--- src/gsr_defines.vh ---
// Purpose: Constants for the gauge status readout bank.
// Assumes: Included by its bare name from the bank module.
// Notes: Offsets are register indices; the bus byte address is index times four.
`ifndef GSR_DEFINES_VH
`define GSR_DEFINES_VH
`define GSR_IDX_W 8
`define GSR_IDX_FLAGS 8'h0a
`define GSR_IDX_NOMREM 8'h0c
`define GSR_IDX_NOMFULL 8'h0e
`define GSR_IDX_SELREM 8'h10
`define GSR_IDX_SELFULL 8'h12
`define GSR_IDX_MEANCUR 8'h14
`define GSR_IDX_RUNTIME 8'h16
`define GSR_IDX_RAWREM 8'h18
`define GSR_IDX_IDLECUR 8'h1a
`define GSR_IDX_SMOOTHREM 8'h1c
`define GSR_IDX_PROGCUR 8'h1e
`define GSR_IDX_PROGVOLT 8'h20
`define GSR_IDX_RAWFULL 8'h22
`define GSR_IDX_MEANPWR 8'h24
`define GSR_IDX_CTRL 8'h40
`define GSR_IDX_IRQSTAT 8'h41
`define GSR_IDX_IRQMASK 8'h42
`define GSR_IDX_STBYINIT 8'h43
`define GSR_IDX_DEADBAND 8'h44
`define GSR_CTRL_SMOOTH 0
`define GSR_EV_W 7
`define GSR_EV_TICK 0
`define GSR_EV_OT 1
`define GSR_EV_UT 2
`define GSR_EV_FC 3
`define GSR_EV_SYSTEM_SHUTDOWN_FLAG 4
`define GSR_EV_BATDET 5
`define GSR_EV_STBY 6
`define GSR_RST_CTRL 1'h0
`define GSR_RST_MASK 7'h00
`define GSR_RST_STBYINIT 16'hfff6
`define GSR_RST_DEADBAND 16'h0005
`define GSR_CLK_HZ 50000000
`define GSR_TICK_S 1
`define GSR_CUR_OFS 16'h0200
`define GSR_CUR_MASK 16'hffc0
`define GSR_VOLT_OFS 16'h0db0
`define GSR_VOLT_MASK 16'hfff0
`define GSR_TTE_IDLE 16'hffff
`define GSR_FILT_SH 4
`endif

--- src/gsr_readout_bank.v ---
// Purpose: Readout bank of a battery gauge, read-only except its own control words, reached over AHB-Lite.
// Assumes: Gauge core inputs share clk; the core keeps values steady between ticks.
// Notes: Value words are snapshotted once per second so a host read is coherent.
//
// Implementation choice: the AHB-Lite register port.
`timescale 1ns/1ps
`default_nettype none
`include "gsr_defines.vh"

module gsr_readout_bank #(
	parameter TICK_CYCLES = `GSR_TICK_S * `GSR_CLK_HZ
) (
	// Clock and reset
	input wire clk,
	input wire rst,
	// AHB-Lite slave
	input wire hsel,
	input wire [31:0] haddr,
	input wire [1:0] htrans,
	input wire hwrite,
	input wire [2:0] hsize,
	input wire [31:0] hwdata,
	input wire hready,
	output wire hreadyout,
	output wire hresp,
	output wire [31:0] hrdata,
	// Status flags from the gauge core
	input wire overTemperature,
	input wire underTemperature,
	input wire calibrationActive,
	input wire halfCurrentMode,
	input wire hostModeChargerControl,
	input wire fullChargeReached,
	input wire chargingAllowed,
	input wire openCircuitReadingGood,
	input wire awaitingPackIdentification,
	input wire batteryPresent,
	input wire chargeThresholdOne,
	input wire systemShutdownFlag,
	input wire dischargingFlag,
	// Values from the gauge algorithm
	input wire [15:0] nomRemCapIn,
	input wire [15:0] nomFullCapIn,
	input wire [15:0] rawRemCapIn,
	input wire [15:0] smoothRemCapIn,
	input wire [15:0] rawFullCapIn,
	input wire [15:0] smoothFullCapIn,
	input wire [15:0] meanCurrentIn,
	input wire [15:0] runTimeIn,
	input wire [15:0] meanPowerIn,
	input wire [15:0] calcChargeCurrentIn,
	input wire [15:0] calcChargeVoltageIn,
	// Outputs to the filter logic, the charger and the system
	output wire smoothingEnable,
	output wire [15:0] programmedChargeCurrent,
	output wire [15:0] programmedChargeVoltage,
	output wire irq
);

	localparam [31:0] TICK_LAST = TICK_CYCLES - 1;

	function [15:0] absVal;
		input [15:0] v;
		begin
			absVal = v[15] ? (16'h0000 - v) : v;
		end
	endfunction

	// Values below the offset, or negative, clamp to the offset.
	function [15:0] quant;
		input [15:0] v;
		input [15:0] ofs;
		input [15:0] mask;
		begin
			if (v[15] || v < ofs)
				quant = ofs;
			else
				quant = ofs + ((v - ofs) & mask);
		end
	endfunction

	// Bus state
	reg wrPend_r;
	reg [7:0] wrIdx_r;
	reg [31:0] hrdata_r;
	// Snapshot registers
	reg [15:0] flags_r;
	reg [15:0] flagsPrev_r;
	reg flagsPrimed_r;
	reg [15:0] nomRem_r;
	reg [15:0] nomFull_r;
	reg [15:0] rawRem_r;
	reg [15:0] smoothRem_r;
	reg [15:0] rawFull_r;
	reg [15:0] smoothFull_r;
	reg [15:0] meanCur_r;
	reg [15:0] runTime_r;
	reg [15:0] meanPwr_r;
	reg [15:0] progCur_r;
	reg [15:0] progVolt_r;
	// Idle current filter
	reg [15:0] stby_r;
	reg [15:0] stbyPend_r;
	reg [1:0] runLen_r;
	reg stbyMeasured_r;
	// Software registers and the refresh tick counter
	reg smooth_r;
	reg [15:0] stbyInit_r;
	reg [15:0] deadband_r;
	reg [`GSR_EV_W-1:0] irqStat_r;
	reg [`GSR_EV_W-1:0] irqMask_r;
	reg [31:0] tickCnt_r;
	reg tick_r;

	wire addrOk;
	wire [7:0] reqIdx;
	wire accept;
	wire [15:0] flagsNow;
	wire [15:0] idleCur;
	wire [15:0] meanMag;
	wire [16:0] twiceInit;
	wire qualify;
	wire [16:0] diff;
	wire [15:0] stbyBase;
	wire [15:0] stbyNxt;
	wire [15:0] calcCurEff;
	wire [`GSR_EV_W-1:0] events;
	wire [`GSR_EV_W-1:0] clearBits;

	assign hreadyout = 1'b1;
	assign hresp = 1'b0;
	assign hrdata = hrdata_r;
	assign accept = hsel && htrans[1] && hready;
	assign reqIdx = haddr[9:2];
	assign addrOk = (haddr[31:10] == 22'h000000) && (haddr[1:0] == 2'b00);

	// Status word assembled from the core flags; the unused bits stay zero.
	assign flagsNow = {overTemperature, underTemperature, 1'b0, calibrationActive,
		halfCurrentMode, hostModeChargerControl, fullChargeReached,
		chargingAllowed,
		2'b00, openCircuitReadingGood, awaitingPackIdentification, batteryPresent,
		chargeThresholdOne, systemShutdownFlag, dischargingFlag};

	// Until the first accepted sample the programmed initial value is reported.
	assign idleCur = stbyMeasured_r ? stby_r : stbyInit_r;
	assign meanMag = absVal(meanCurrentIn);
	assign twiceInit = {absVal(stbyInit_r), 1'b0};
	assign qualify = (meanMag > deadband_r) && ({1'b0, meanMag} <= twiceInit);
	assign stbyBase = stbyMeasured_r ? stby_r : stbyInit_r;
	assign diff = {stbyPend_r[15], stbyPend_r} - {stbyBase[15], stbyBase};
	// Old plus one sixteenth of the step is fifteen sixteenths old, one new.
	// The arithmetic shift rounds down, so a rising value may settle up to
	// fifteen counts below the sample; a falling one always moves.
	assign stbyNxt = stbyBase + {{3{diff[16]}}, diff[16:4]};

	// Half-current mode programs half of the calculated current.
	assign calcCurEff = halfCurrentMode ? {calcChargeCurrentIn[15], calcChargeCurrentIn[15:1]}
		: calcChargeCurrentIn;

	assign events[`GSR_EV_TICK] = tick_r;
	assign events[`GSR_EV_OT] = flags_r[15] && !flagsPrev_r[15];
	assign events[`GSR_EV_UT] = flags_r[14] && !flagsPrev_r[14];
	assign events[`GSR_EV_FC] = flags_r[9] && !flagsPrev_r[9];
	assign events[`GSR_EV_SYSTEM_SHUTDOWN_FLAG] = flags_r[1] && !flagsPrev_r[1];
	assign events[`GSR_EV_BATDET] = flags_r[3] != flagsPrev_r[3];
	assign events[`GSR_EV_STBY] = tick_r && qualify && runLen_r == 2'd2;
	assign clearBits = (wrPend_r && wrIdx_r == `GSR_IDX_IRQSTAT)
		? hwdata[`GSR_EV_W-1:0] : {`GSR_EV_W{1'b0}};

	assign irq = |(irqStat_r & irqMask_r);
	assign smoothingEnable = smooth_r;
	assign programmedChargeCurrent = progCur_r;
	assign programmedChargeVoltage = progVolt_r;

	function [31:0] readMux;
		input [7:0] idx;
		begin
			case (idx)
				`GSR_IDX_FLAGS: readMux = {16'h0000, flags_r};
				`GSR_IDX_NOMREM: readMux = {16'h0000, nomRem_r};
				`GSR_IDX_NOMFULL: readMux = {16'h0000, nomFull_r};
				`GSR_IDX_SELREM: readMux = {16'h0000, smooth_r ? smoothRem_r : rawRem_r};
				`GSR_IDX_SELFULL: readMux = {16'h0000, smooth_r ? smoothFull_r : rawFull_r};
				`GSR_IDX_MEANCUR: readMux = {16'h0000, meanCur_r};
				`GSR_IDX_RUNTIME: readMux = {16'h0000, runTime_r};
				`GSR_IDX_RAWREM: readMux = {16'h0000, rawRem_r};
				`GSR_IDX_IDLECUR: readMux = {16'h0000, idleCur};
				`GSR_IDX_SMOOTHREM: readMux = {16'h0000, smoothRem_r};
				`GSR_IDX_PROGCUR: readMux = {16'h0000, progCur_r};
				`GSR_IDX_PROGVOLT: readMux = {16'h0000, progVolt_r};
				`GSR_IDX_RAWFULL: readMux = {16'h0000, rawFull_r};
				`GSR_IDX_MEANPWR: readMux = {16'h0000, meanPwr_r};
				`GSR_IDX_CTRL: readMux = {31'h00000000, smooth_r};
				`GSR_IDX_IRQSTAT: readMux = {25'h0000000, irqStat_r};
				`GSR_IDX_IRQMASK: readMux = {25'h0000000, irqMask_r};
				`GSR_IDX_STBYINIT: readMux = {16'h0000, stbyInit_r};
				`GSR_IDX_DEADBAND: readMux = {16'h0000, deadband_r};
				default: readMux = 32'h00000000;
			endcase
		end
	endfunction

	// Read data is fetched at the address phase so it stands from a flip-flop.
	always @(posedge clk)
	begin
		if (rst)
		begin
			wrPend_r <= 1'b0;
			wrIdx_r <= 8'h00;
			hrdata_r <= 32'h00000000;
		end
		else
		begin
			wrPend_r <= accept && hwrite && addrOk;
			if (accept)
				wrIdx_r <= reqIdx;
			if (accept && !hwrite)
				hrdata_r <= addrOk ? readMux(reqIdx) : 32'h00000000;
		end
	end

	// Only the own control words take writes; every gauge code ignores them.
	always @(posedge clk)
	begin
		if (rst)
		begin
			smooth_r <= `GSR_RST_CTRL;
			irqMask_r <= `GSR_RST_MASK;
			stbyInit_r <= `GSR_RST_STBYINIT;
			deadband_r <= `GSR_RST_DEADBAND;
		end
		else if (wrPend_r)
		begin
			case (wrIdx_r)
				`GSR_IDX_CTRL: smooth_r <= hwdata[`GSR_CTRL_SMOOTH];
				`GSR_IDX_IRQMASK: irqMask_r <= hwdata[`GSR_EV_W-1:0];
				`GSR_IDX_STBYINIT: stbyInit_r <= hwdata[15:0];
				`GSR_IDX_DEADBAND: deadband_r <= hwdata[15:0];
				default: smooth_r <= smooth_r;
			endcase
		end
	end

	// A new event in the cycle of a clear keeps its bit set.
	always @(posedge clk)
	begin
		if (rst)
			irqStat_r <= {`GSR_EV_W{1'b0}};
		else
			irqStat_r <= (irqStat_r & ~clearBits) | events;
	end

	// One-second tick for the periodic refresh.
	always @(posedge clk)
	begin
		if (rst)
		begin
			tickCnt_r <= 32'h00000000;
			tick_r <= 1'b0;
		end
		else
		begin
			tick_r <= tickCnt_r == TICK_LAST;
			if (tickCnt_r == TICK_LAST)
				tickCnt_r <= 32'h00000000;
			else
				tickCnt_r <= tickCnt_r + 32'h00000001;
		end
	end

	// Flags follow the core every cycle; the previous copy feeds edge events.
	always @(posedge clk)
	begin
		if (rst)
		begin
			flags_r <= 16'h0000;
			flagsPrev_r <= 16'h0000;
			flagsPrimed_r <= 1'b0;
		end
		else
		begin
			flags_r <= flagsNow;
			flagsPrimed_r <= 1'b1;
			// A flag already set at reset release is a level, not an edge.
			if (flagsPrimed_r)
				flagsPrev_r <= flags_r;
			else
				flagsPrev_r <= flagsNow;
		end
	end

	// Value words change only on the tick, so a host never sees a half update.
	always @(posedge clk)
	begin
		if (rst)
		begin
			nomRem_r <= 16'h0000;
			nomFull_r <= 16'h0000;
			rawRem_r <= 16'h0000;
			smoothRem_r <= 16'h0000;
			rawFull_r <= 16'h0000;
			smoothFull_r <= 16'h0000;
			meanCur_r <= 16'h0000;
			runTime_r <= `GSR_TTE_IDLE;
			meanPwr_r <= 16'h0000;
			progCur_r <= `GSR_CUR_OFS;
			progVolt_r <= `GSR_VOLT_OFS;
		end
		else if (tick_r)
		begin
			nomRem_r <= nomRemCapIn;
			nomFull_r <= nomFullCapIn;
			rawRem_r <= rawRemCapIn;
			smoothRem_r <= smoothRemCapIn;
			rawFull_r <= rawFullCapIn;
			smoothFull_r <= smoothFullCapIn;
			meanCur_r <= meanCurrentIn;
			runTime_r <= dischargingFlag ? runTimeIn : `GSR_TTE_IDLE;
			// Power is kept while discharging or charging and is zero when idle.
			if (dischargingFlag || (!meanCurrentIn[15] && meanCurrentIn != 16'h0000))
				meanPwr_r <= meanPowerIn;
			else
				meanPwr_r <= 16'h0000;
			progCur_r <= quant(calcCurEff, `GSR_CUR_OFS, `GSR_CUR_MASK);
			progVolt_r <= quant(calcChargeVoltageIn, `GSR_VOLT_OFS, `GSR_VOLT_MASK);
		end
	end

	// Each qualifying sample waits one tick; it is used only if the next also
	// qualifies, which drops the last of a run, and the first is never used.
	always @(posedge clk)
	begin
		if (rst)
		begin
			stby_r <= 16'h0000;
			stbyPend_r <= 16'h0000;
			runLen_r <= 2'd0;
			stbyMeasured_r <= 1'b0;
		end
		else if (tick_r)
		begin
			if (qualify)
			begin
				stbyPend_r <= meanCurrentIn;
				if (runLen_r != 2'd2)
					runLen_r <= runLen_r + 2'd1;
				if (runLen_r == 2'd2)
				begin
					stby_r <= stbyNxt;
					stbyMeasured_r <= 1'b1;
				end
			end
			else
				runLen_r <= 2'd0;
		end
	end

endmodule
`default_nettype wire

--- config.mk ---
export PLATFORM = sky130hd
export DESIGN_NAME = gsr_readout_bank
export DESIGN_NICKNAME = d
export VERILOG_FILES = /design/src/gsr_readout_bank.v
export VERILOG_INCLUDE_DIRS = /design/src /design/src/src
export SDC_FILE = /design/constraint.sdc
export NUM_CORES = 1
export LEC_CHECK = 0
export BUFFER_PORTS_ARGS = -buffer_cell sky130_fd_sc_hd__buf_4
export CELL_PAD_IN_SITES_DETAIL_PLACEMENT = 1
export CELL_PAD_IN_SITES_GLOBAL_PLACEMENT = 1
export CORE_AREA = 2 2 199 201
export DETAILED_ROUTE_END_ITERATION = 10
export DIE_AREA = 0 0 201 203
export HOLD_SLACK_MARGIN = 0.02
export PLACE_DENSITY = 0.86
export SLEW_MARGIN = 10
export SYNTH_ARGS = -nofsm -noshare
export SYNTH_HDL_FRONTEND = slang
export SYNTH_SLANG_ARGS = --single-unit
--- constraint.sdc ---
create_clock -name clk -period 13.73 [get_ports clk]
set_clock_uncertainty 0.1 [all_clocks]
set_input_delay 2.746 -clock clk [delete_from_list [all_inputs] [get_ports clk]]
set_output_delay 2.746 -clock clk [all_outputs]
set_load 0.05 [all_outputs]
After elaboration in Yosys (flattened, before gate mapping)

Index checks and enable logic that the tools add are counted.

Logic and storage cells: 129
Register bits after elaboration: 362
Input port bits: 263

Equal/unequal tests: 29
Multiplexer cells: 17
Bitwise gates (word level): 4
$lt $le $gt $ge: 4
Reductions and logical operators: 36
Add/subtract/negate cells: 10

Operators by type and width:

| cell                                                                            | number |
|---|---|
| 16-bit case mux with 19 select lines                                            | 1 |
| 16-bit 2-to-1 mux                                                               | 10 |
| 8-bit by 7-bit equality test with 1-bit output (second input constant)          | 10 |
| 8-bit by 5-bit equality test with 1-bit output (second input constant)          | 8 |
| 32-bit by 1-bit adder with 32-bit output (second input constant)                | 1 |
| 32-bit by 26-bit equality test with 1-bit output (second input constant)        | 1 |
| 32-bit 2-to-1 mux                                                               | 1 |
| 1-bit by 16-bit subtractor with 16-bit output (first input constant)            | 2 |
| 8-bit by 4-bit equality test with 1-bit output (second input constant)          | 3 |
| 8-bit by 6-bit equality test with 1-bit output (second input constant)          | 3 |
| 22-bit zero test                                                                | 1 |
| 16-bit by 17-bit <= comparator with 1-bit output                                | 1 |
| 16-bit by 16-bit subtractor with 17-bit output                                  | 1 |
| 10-bit by 16-bit adder with 16-bit output (first input constant)                | 1 |
| 12-bit by 16-bit adder with 16-bit output (first input constant)                | 1 |
| 16-bit adder                                                                    | 1 |
| 16-bit greater-than comparator                                                  | 1 |
| 16-bit by 10-bit less-than comparator with 1-bit output (second input constant) | 1 |
| 16-bit by 12-bit less-than comparator with 1-bit output (second input constant) | 1 |
| 16-bit nonzero test                                                             | 1 |
| 16-bit by 10-bit subtractor with 16-bit output (second input constant)          | 1 |
| 16-bit by 12-bit subtractor with 16-bit output (second input constant)          | 1 |
| 1-bit logical AND                                                               | 15 |
| 15-bit 2-to-1 mux                                                               | 1 |
| other kinds (18)                                                                | 32 |

Longest topological paths before layout

Gate-level depths: netlist of run 1.

Depth after elaboration: 7
Depth in mapped cells: 24

Worst setup path after synthesis of run 1

No wires, ideal clock.

Path kind: input -> register
Start: input port meanCurrentIn[0]
End: register stby_r[10]
Arrival: 6657 ps
Slack: 6846 ps
Required time: 13502 ps
Library setup time: 128 ps
Stages: 17
Buffers on the path: 2
Path through: inv_1 -> ha_1 -> nand3b_1 -> or4_1 -> or3b_2 -> nand2_1 -> xnor2_1 -> ha_1 -> nand4_1 -> or3_1 -> o221a_2 -> or4_1 -> clkbuf_1 -> nor2_1 -> buf_2 -> mux2i_1 -> nor2_1

Cells in the longest elaborated chain, start to end: 5
Elaborated cells between the ends (all ways): 6
Classes of those cells: 1 x add/sub; 2 x order compare; 1 x mux; 2 x reduce/logical

Ends and longest elaborated chain:

| item                                                                                               | RTL line               | source |
|---|---|---|
| from (decl)                                                                                        | gsr_readout_bank.v:48  | `input wire [15:0] meanCurrentIn,` |
| 1-bit by 16-bit subtractor with 16-bit output                                                      | gsr_readout_bank.v:65  | `absVal = v[15] ? (16'h0000 - v) : v;` |
| 16-bit 2-to-1 mux (*)                                                                              | gsr_readout_bank.v:65  |  |
| 16-bit by 17-bit <= comparator with 1-bit output or 16-bit greater-than comparator (tied branches) | gsr_readout_bank.v:148 | `assign qualify = (meanMag > deadband_r) && ({1'b0, meanMag} <= twiceInit);` |
| 1-bit logical AND (*)                                                                              | gsr_readout_bank.v:148 |  |
| 3-bit AND reduction (no line) (*)                                                                  | -                      |  |
| to (signal assigned)                                                                               | gsr_readout_bank.v:349 | `stby_r <= stbyNxt;` |
| to (decl)                                                                                          | gsr_readout_bank.v:102 | `reg [15:0] stby_r;` |

Mark *: on every way between the ends. The rest lies on a longest branch, timed or not.
A chain may end at the register's enable or synchronous reset.

Worst setup path in the final report of run 1

Same ends and word-level chain as after synthesis.

==> flow_summary.yaml, run 1 <==
cts:
  htreeDepth: 2
  cts_hold_buf: 0
  cts_tree: "yes"
  cts_setup_buffers: 0
  clk-insertion-delay-late_ns: 0.57
  path_clk_slew_ns: 0.06
  post_cts_resize_count: 0
  root_buffer: "clkbuf_16"
  cts_buffer_depth: 3
  numCtsBuffers: 38
  cts.sinks: 325
synthesis:
  ys_types: 75
  ys_seq_elements: 325
  ys_seq_area_share_pct: 37.8
  synth_edf_count: 0
  syn_inst: 2022
  yosysTopAreaCellShare_pct: 37.8
  synth_top_flop_cell: "dfxtp_1"
  synth_area_leaders: "dfxtp_1 (38%), mux2i_1 (11%), nor2_1 (6.9%)"
  synth.cell_area_um2: 17200
  yosysWarnings: 0
  yosysMostFrequentCell: "dfxtp_1"
  ys_async_sr_fraction_pct: 0
  yosys.area.top_type: "dfxtp_1"
  netlist_top_cells_count: "dfxtp_1 (325), nor2_1 (314), mux2i_1 (183)"
  synth.avg_cell_area_um2: 8.51
critical_path:
  arrival_ns: 7.00
  r2r_slack_ns: 8.27
  worstReg2RegStart: "stbyMeasured_r"
  cp-startpoint: "meanCurrentIn[0]"
  critical_path.startpoint_type: "input pin"
  r2r-end: "stby_r[15]"
  required_ns: 14.05
  crit_fanout: 15
  end_kind: "flip-flop"
  crit_type: "input pin to flip-flop"
  rr_worst_depth: 19
  cp-endpoint: "stby_r[10]"
timing:
  rsz0062_at_grt: "no"
  drv_slew: 0
  max_slew_margin_pct: 19.0
  finalCritPeriodShare_pct: 48.7
  tns_ns: 0
  timing.final.ws_setup_ns: 7.05
  setup_viol: 0
  finalHoldViolCount: 0
  max_freq_mhz: 150
  worst_pin_slew_ns: 1.21
  hold_ws_ns: 0.345
  finalCriticalPeriod_ns: 6.68
finish:
  nFillCells: 4592
  layout-drive-gt1-share_pct: 17.6
  area_delta_synth_final_pct: 20.8
  nNetsFinal: 2574
  register_area_um2: 6510
  multi_input_area_um2: 9960
  largest_register_ffs: 32
  top_register: "tickCnt_r"
floorplanning:
  initial_core_util_pct: 44.7
  core_um2: 38500
  die_w_um: 201
  die_area_um2: 40800
  dieHeight_um: 203
  rows: 72
  num_io_pins: 331
grt:
  antenna_found_initial: 2
  overflow: 0
  grt_pass1_wl_um: 104000
  track_usage_pct: 33.5
  grt_max_degree: 113
  grt_pass1_vias: 17339
place:
  hpwl_um: 52900
  port_buffers: 272
  pre_cts_slack_ns: 6.52
  globalplace.congestion: 1.02
worst_hold_path:
  hp-class: "flip-flop to flip-flop"
  min-delay-start: "tickCnt_r[0]"
detailed_routing:
  ant_nets: 0
  via_per_inst: 6.02
  num_vias: 16787
  route.detailed.drc: 0
  routed_wl_um: 70100
  drtPass1Iterations: 5
  wire_per_inst_um: 25.1
  first_iter_violations: 1352
power:
  vdd.ir_drop.worst_mv: 0.0667
  leakagePower_nw: 8.30
  power_density_nw_per_um2: 104
  power_mw: 2.16
outcome:
  status: "finished, final reports clean"
run:
  cap_violations: 0
## logic make-up after synthesis
logic type	count (synthesis)	share of synthesized area, %
xor gates and xnor gates	97	4.94
DFF	325	37.8
buffers and inverters	193	4.91
muxes	206	12.2
AOI/OAI and AO/OA	383	15.1
and+or+nand+nor	745	19.8
other	2	0.0437
adders and majority gates	71	5.21
## cell usage in the layout, fill, tap and decap left out, drive strengths merged, types with 11 or more instances in the layout
cell type,instances
xor2,42
nor4,20
nand3,59
nor3,31
and3,12
nand2b,14
inv,53
nor2b,33
dfxtp,325
a221oi,27
clkinv,11
ha,70
nand4,27
mux2i,183
xnor2,55
mux2,23
a21oi,81
a21o,16
buf,292
a222oi,20
nor2,314
clkbuf,53
conb,28
a22oi,72
o21ai,66
nand2,180
o22ai,26
## final cells by class
type                    instances  share of cell area (%)
clock inverters                15                   0.759
multi-input cells            1530                    48.0
clock buffers                  52                    5.17
diodes                          3                  0.0361
inverters                      52                   0.940
well taps                     518                    3.12
repair buffers                293                    10.7
flip-flops and latches        325                    31.3
## power breakdown
| group | total (mW) | internal (mW) | leakage, nW | switching (mW) |
|---|---|---|---|---|
| clock network | 1.01 | 0.588 | 0.607 | 0.422 |
| logic | 0.199 | 0.0825 | 5.07 | 0.117 |
| registers | 0.954 | 0.949 | 2.63 | 0.00505 |
## metrics by stage
| stage | instances | area (um2) | util (%) |
|---|---|---|---|
| after floorplan | 2048 | 17300 | - |
| after global placement | 2718 | 19500 | 50.8 |
| after detailed placement | 2718 | 19500 | 50.8 |
| after CTS | 2785 | 20800 | 54.0 |
| after global routing | 2785 | 20800 | 54.0 |
| final | 2788 | 20800 | 54.0 |
## worst max-delay path, stage by stage
cell      delay (ns)
buf_4           0.15
inv_1           0.13
ha_1            0.21
nand3b_1        0.12
or4_1           0.46
or3b_2          0.50
nand2_1         0.09
xnor2_1         0.12
ha_1            0.32
nand4_1         0.16
or3_1           0.41
o221a_2         0.26
or4_1           0.61
nor2_1          0.16
buf_4           0.27
mux2i_1         0.22
nor2_1          0.05
## routing by layer
layer | global-route usage, % | share of wire [%] | up-vias
met1 | 39.6 | 39 | 8240
met4 | 18.4 | 5.7 | 0
li1 | - | - | 7591
met2 | 56.4 | 47 | 761
met3 | 7.45 | 8.4 | 195
met5 | 0 | 0 | -
## worst min path at each step
stage | endpoint | cells past startpoint
CTS | tickCnt_r[0] | 1
global placement | tickCnt_r[0] | 1
global route | stby_r[6] | 2
detailed placement | tickCnt_r[0] | 1
finish | tickCnt_r[0] | 1
floorplan | tickCnt_r[0] | 1
Note: power is estimated with default switching activity, not from simulation.
==> run 2: changes to the inputs <==
--- a/config.mk
+++ b/config.mk
@@ -9,11 +9,11 @@
 export BUFFER_PORTS_ARGS = -buffer_cell sky130_fd_sc_hd__buf_4
 export CELL_PAD_IN_SITES_DETAIL_PLACEMENT = 1
 export CELL_PAD_IN_SITES_GLOBAL_PLACEMENT = 1
-export CORE_AREA = 2 2 199 201
+export CORE_AREA = 2 2 206 208
 export DETAILED_ROUTE_END_ITERATION = 10
-export DIE_AREA = 0 0 201 203
+export DIE_AREA = 0 0 208 210
 export HOLD_SLACK_MARGIN = 0.02
-export PLACE_DENSITY = 0.86
+export PLACE_DENSITY = 0.81
 export SLEW_MARGIN = 10
 export SYNTH_ARGS = -nofsm -noshare
 export SYNTH_HDL_FRONTEND = slang
==> constraint.sdc (replaced) <==
create_clock -name clk -period 6.9 [get_ports clk]
set_clock_uncertainty 0.1 [all_clocks]
set_input_delay 1.38 -clock clk [delete_from_list [all_inputs] [get_ports clk]]
set_output_delay 1.38 -clock clk [all_outputs]
set_load 0.05 [all_outputs]
==> run 2 against run 1 <==
Combinational power is 99% higher. Critical endpoint is now stby_r[15]. Non-clock buffer count increased by 1. Critical path type is now flip-flop to flip-flop. Utilization decreased by 3.8 points. Register-to-register slack worse by 6.9 ns. Sequential cell count stayed put.
==> flow_summary.yaml, run 2 (synthesized netlist as in run 1, its figures left out) <==
cts:
  cts.sinks: 325
  cts_setup_buffers: 0
  numCtsBuffers: 37
  htreeDepth: 2
  clk-insertion-delay-late_ns: 0.56
  cts_tree: "yes"
  root_buffer: "clkbuf_16"
  path_clk_slew_ns: 0.06
  post_cts_resize_count: 0
  cts_buffer_depth: 3
  cts_hold_buf: 0
grt:
  track_usage_pct: 31.2
  grt_pass1_vias: 17102
  grt_pass1_wl_um: 104000
  antenna_found_initial: 3
  overflow: 0
  grt_max_degree: 94
detailed_routing:
  num_vias: 16514
  drtPass1Iterations: 6
  first_iter_violations: 1363
  wire_per_inst_um: 24.9
  via_per_inst: 5.89
  ant_nets: 0
  route.detailed.drc: 0
  routed_wl_um: 69900
finish:
  largest_register_ffs: 32
  area_delta_synth_final_pct: 21.0
  top_register: "tickCnt_r"
  nNetsFinal: 2574
  mostFrequentLayoutCells: "dfxtp_1 (324), nor2_1 (314), buf_4 (293), mux2i_1 (183), nand2_1 (180)"
  final_cell_area_um2: 20800
  final_core_util_pct: 50.2
  layout-drive-gt1-share_pct: 17.4
  layout_commonest_cell: "dfxtp_1"
floorplanning:
  die_area_um2: 43700
  die_w_um: 208
  dieHeight_um: 210
  rows: 75
  num_io_pins: 331
  core_um2: 41500
  initial_core_util_pct: 41.5
critical_path:
  crit_fanout: 18
  end_kind: "flip-flop"
  arrival_ns: 5.82
  critical_path.startpoint_type: "flip-flop"
  crit_type: "flip-flop to flip-flop"
  required_ns: 7.23
place:
  port_buffers: 272
  dpl_cell_area_um2: 19600
  globalplace.congestion: 0.994
  hpwl_um: 54000
timing:
  finalHoldViolCount: 0
  rsz0062_at_grt: "no"
  hold_ws_ns: 0.360
  worst_pin_slew_ns: 1.13
  setup_viol: 0
  finalCriticalPeriod_ns: 5.48
  finalCritPeriodShare_pct: 79.5
  drv_slew: 0
  max_freq_mhz: 182
  tns_ns: 0
  max_slew_margin_pct: 24.7
power:
  vdd.ir_drop.worst_mv: 0.154
  power_density_nw_per_um2: 208
  leakagePower_nw: 8.31
run:
  cap_violations: 0
outcome:
  status: "finished, final reports clean"
worst_hold_path:
  hp-class: "flip-flop to flip-flop"
==> run 2: worst max-delay path, cell delays in order, from the launching register on <==
cell and delay (ns):
dfxtp_1 0.95, o21ai_0 0.39, inv_1 0.26, ha_1 0.26, o21ai_0 0.23, a211oi_1 0.11, o32ai_1 0.55, o21ai_0 0.14
and2_1 0.19, o21ai_0 0.26, nand2b_1 0.09, a21oi_1 0.18, xnor2_1 0.10, ha_1 0.24, nor3_1 0.19, o211ai_1 0.15
a41oi_1 0.37, o21ai_0 0.18, xnor2_1 0.19, xnor2_1 0.14, a21oi_1 0.08
==> run 2: path summary, 6_finish.rpt <==
path             startpoint          to  slack, ns  cells after the start
min              wrIdx_r[6]  wrIdx_r[6]       0.36                      2
max          stbyMeasured_r  stby_r[15]       1.42                     20
min reg2reg      wrIdx_r[6]  wrIdx_r[6]       0.36                      2
max reg2reg  stbyMeasured_r  stby_r[15]       1.42                     20
==> run 2: through the flow <==
| stage | power [mW] | setup slack (ns) | cells |
|---|---|---|---|
| final | 4.32 | 1.42 | 2805 |
| after global routing | 4.44 | 0.831 | 2804 |
| after CTS | 4.35 | 1.50 | 2804 |
| after detailed placement | 2.33 | 1.07 | 2740 |
| after global placement | 2.32 | 1.22 | 2740 |
| after floorplan | 2.15 | 1.38 | 2048 |
==> run 2: report_power, final <==
group	leakage, nW	switching, mW	internal [mW]
clock network	0.609	0.808	1.22
registers	2.63	0.0104	1.89
logic	5.07	0.232	0.165
total	8.31	1.05	3.27
==> run 2: area by class of cell <==
cell class | count | area [um2]
multi-input cells | 1530 | 9980
inverters | 52 | 195
fillers | 4933 | 20700
clock buffers | 56 | 1110
well taps | 539 | 674
flip-flops and latches | 325 | 6510
clock inverters | 8 | 126
repair buffers | 294 | 2210
diodes | 1 | 2.50
==> run 2: routing by layer <==
layer | part of all wire, % | GRT usage (%) | vias to the layer above
met3 | 7.4 | 6.09 | 158
met2 | 47 | 53.3 | 654
met4 | 4.6 | 13.7 | 4
li1 | - | - | 7569
met5 | 0.031 | 0 | -
met1 | 41 | 38.2 | 8129
==> run 3: changes to the inputs <==
--- a/config.mk
+++ b/config.mk
@@ -6,14 +6,15 @@
 export SDC_FILE = /design/constraint.sdc
 export NUM_CORES = 1
 export LEC_CHECK = 0
+export ABC_AREA = 1
 export BUFFER_PORTS_ARGS = -buffer_cell sky130_fd_sc_hd__buf_4
 export CELL_PAD_IN_SITES_DETAIL_PLACEMENT = 1
 export CELL_PAD_IN_SITES_GLOBAL_PLACEMENT = 1
-export CORE_AREA = 2 2 206 208
+export CORE_AREA = 2 2 226 228
 export DETAILED_ROUTE_END_ITERATION = 10
-export DIE_AREA = 0 0 208 210
+export DIE_AREA = 0 0 228 230
 export HOLD_SLACK_MARGIN = 0.02
-export PLACE_DENSITY = 0.81
+export PLACE_DENSITY = 0.77
 export SLEW_MARGIN = 10
 export SYNTH_ARGS = -nofsm -noshare
 export SYNTH_HDL_FRONTEND = slang
==> constraint.sdc (replaced) <==
create_clock -name clk -period 4.78 [get_ports clk]
set_clock_uncertainty 0.1 [all_clocks]
set_input_delay 0.956 -clock clk [delete_from_list [all_inputs] [get_ports clk]]
set_output_delay 0.956 -clock clk [all_outputs]
set_load 0.05 [all_outputs]
==> run 3 against run 2 <==
Sequential share of layout area shrank 1.1 points. Design area is 3.8% higher. Highest routed layer unchanged. Clock power is 37% higher. Die area up 20%. Sequential cell count is the same.
==> flow_summary.yaml, run 3 <==
outcome:
  status: "finished, final reports clean"
detailed_routing:
  via_per_inst: 5.36
  wire_per_inst_um: 21.2
  first_iter_violations: 1328
  routed_wl_um: 73200
  route.detailed.drc: 0
  drtPass1Iterations: 5
  num_vias: 18508
  ant_nets: 0
power:
  power_frac_comb_pct: 9.0
  leakagePower_nw: 9.17
  p_seq_share_pct: 45.2
  intPower_mw: 4.47
  power_mw: 6.06
  power_density_nw_per_um2: 281
  clkPwrFrac_pct: 45.9
  switchingPower_mw: 1.59
  vdd.ir_drop.worst_mv: 0.201
  swShare_pct: 26.3
cts:
  numCtsBuffers: 38
  post_cts_resize_count: 0
  htreeDepth: 2
  clk-insertion-delay-late_ns: 0.58
  cts_tree: "yes"
  cts_buffer_depth: 3
  cts.sinks: 325
  cts_hold_buf: 0
  cts_setup_buffers: 0
  root_buffer: "clkbuf_16"
  path_clk_slew_ns: 0.06
synthesis:
  netlist_top_cells_count: "nand2_1 (451), dfxtp_1 (325), nor2_1 (305)"
  synth_edf_count: 0
  synth_compound_area_share_pct: 20.0
  synth.avg_cell_area_um2: 7.07
  synth_xor_area_share_pct: 3.68
  synth_top_flop_cell: "dfxtp_1"
  syn_inst: 2524
  synth_area_leaders: "dfxtp_1 (36%), nand2_1 (9.5%), o21ai_0 (7.3%)"
  yosys.area_share.adder_pct: 5.02
  synth_top_family_by_area: "simple AND/OR/NAND/NOR gates"
  ys_seq_elements: 325
  yosys.area.top_type: "dfxtp_1"
  muxShareOfSynthArea_pct: 0.0561
  synth.cell_area_um2: 17900
  yosysMostFrequentCell: "nand2_1"
  synth-simple-area-share_pct: 25.5
  yosysTopAreaCellShare_pct: 36.4
  ys_types: 62
  ys_async_sr_fraction_pct: 0
  yosysWarnings: 0
  ys_seq_area_share_pct: 36.4
floorplanning:
  num_io_pins: 331
  die_w_um: 228
  core_um2: 49900
  die_area_um2: 52400
  dieHeight_um: 230
  initial_core_util_pct: 35.8
  rows: 82
timing:
  max_freq_mhz: 233
  drv_slew: 0
  max_slew_margin_pct: 34.4
  timing.final.ws_setup_ns: 0.495
  tns_ns: 0
  finalHoldViolCount: 0
  worst_pin_slew_ns: 0.981
  setup_viol: 0
  finalCritPeriodShare_pct: 89.7
  finalCriticalPeriod_ns: 4.29
  rsz0062_at_grt: "no"
critical_path:
  critical_path.startpoint_type: "flip-flop"
  required_ns: 5.14
  end_kind: "flip-flop"
  path_buf_inv: 4
  cp_top_family: "compound AO/OA/AOI/OAI gates"
  arrival_ns: 4.64
  worstReg2RegStart: "stbyMeasured_r"
  r2r-end: "stby_r[15]"
  worst_path_most_repeated_cell: "nand2_1"
  r2r_slack_ns: 0.49
  crit_slowest_cell: "o21ai_0"
  crit_type: "flip-flop to flip-flop"
  crit_chain: "buf_4, o21ai_0, ha_1, a21oi_1, o21ai_0, inv_1, nand2_1, a21oi_1, o31ai_1, xor2_1, ha_1, nand2_1, nor2_1, nand3_1, nand4_1, a31oi_1, inv_1, nand2_1, nand3_1, nand2_1, inv_1"
  rr_worst_depth: 21
  slowest_delay_ns: 0.69
  crit_fanout: 17
place:
  dpl_cell_area_um2: 20400
  pre_cts_slack_ns: 0.297
  hpwl_um: 56900
  port_buffers: 272
  globalplace.congestion: 0.920
finish:
  mostFrequentLayoutCells: "nand2_1 (451), dfxtp_1 (323), nor2_1 (305), buf_4 (304), o21ai_0 (261)"
  nNetsFinal: 3092
  final_core_util_pct: 43.3
  layout_commonest_cell: "nand2_1"
  top_register: "tickCnt_r"
  largest_register_ffs: 32
  layout-drive-gt1-share_pct: 17.2
  diodes: 0
  final_cell_area_um2: 21600
  area_delta_synth_final_pct: 21.0
grt:
  track_usage_pct: 27.1
  grt_max_degree: 98
  grt_use_met1_pct: 34.1
  antenna_found_initial: 1
  met3_usage_pct: 3.47
  grt_pass1_wl_um: 111000
  grt_pass1_vias: 19114
  gr-max-usage-layer: "met2"
  use_met2_pct: 47.0
  overflow: 0
worst_hold_path:
  hp-class: "flip-flop to flip-flop"
  min_to: "stby_r[3]"
  min-delay-start: "stby_r[3]"
  hold_path_depth: 2
run:
  cap_violations: 0
-- run 3: power by group through the flow --
stage	Clock, mW	Sequential, mW	Combinational, mW
finish	2.78	2.74	0.543
global route	2.93	2.74	0.591
CTS	2.82	2.74	0.541
detailed placement	0	2.80	0.538
global placement	0	2.80	0.522
floorplan	0	2.79	0.292
-- run 3: per-stage QoR --
stage               std cells  hold slack [ns]
global placement         3390            0.346
detailed placement       3390            0.353
floorplan                2550            0.329
CTS                      3456            0.369
global route             3456            0.394
finish                   3456            0.369
-- run 3: cell families after synthesis --
kind of cell,Yosys count
buf+inv,394
xor+xnor,75
compound gates,637
fa+ha+maj,71
flops,325
simple gates,1019
other cells,2
mux,1
-- run 3: worst min-delay path: cells and delay by family (launching register included) --
kind,cells,cell delay (ns)
flops,1,0.31
compound gates,1,0.05
simple gates,1,0.06
-- run 3: worst max-delay path by stage --
stage,from,to,slack [ns],cells after the start
final,stbyMeasured_r,stby_r[15],0.49,21
after global routing,stbyMeasured_r,stby_r[12],0.20,20
after CTS,stbyMeasured_r,stby_r[15],0.53,21
after detailed placement,meanCurrentIn[0],stby_r[5],0.30,19
after global placement,meanCurrentIn[0],stby_r[0],0.41,19
after floorplan,meanCurrentIn[0],stby_r[10],1.03,17
-- run 3: final cells by class --
class	count	area (um2)
repair buffers	306	2320
well taps	672	841
clock buffers	48	1020
clock inverters	18	134
fillers	6362	28300
inverters	256	971
multi-input cells	1831	9800
flip-flops and latches	325	6510
-- run 3: per-layer routing --
layer	wire length, um	part of all wire [%]	up-vias
met2	35100	48	514
met5	11	0.015	-
li1	-	-	8834
met4	2820	3.9	2
met3	3730	5.1	133
met1	31500	43	9025
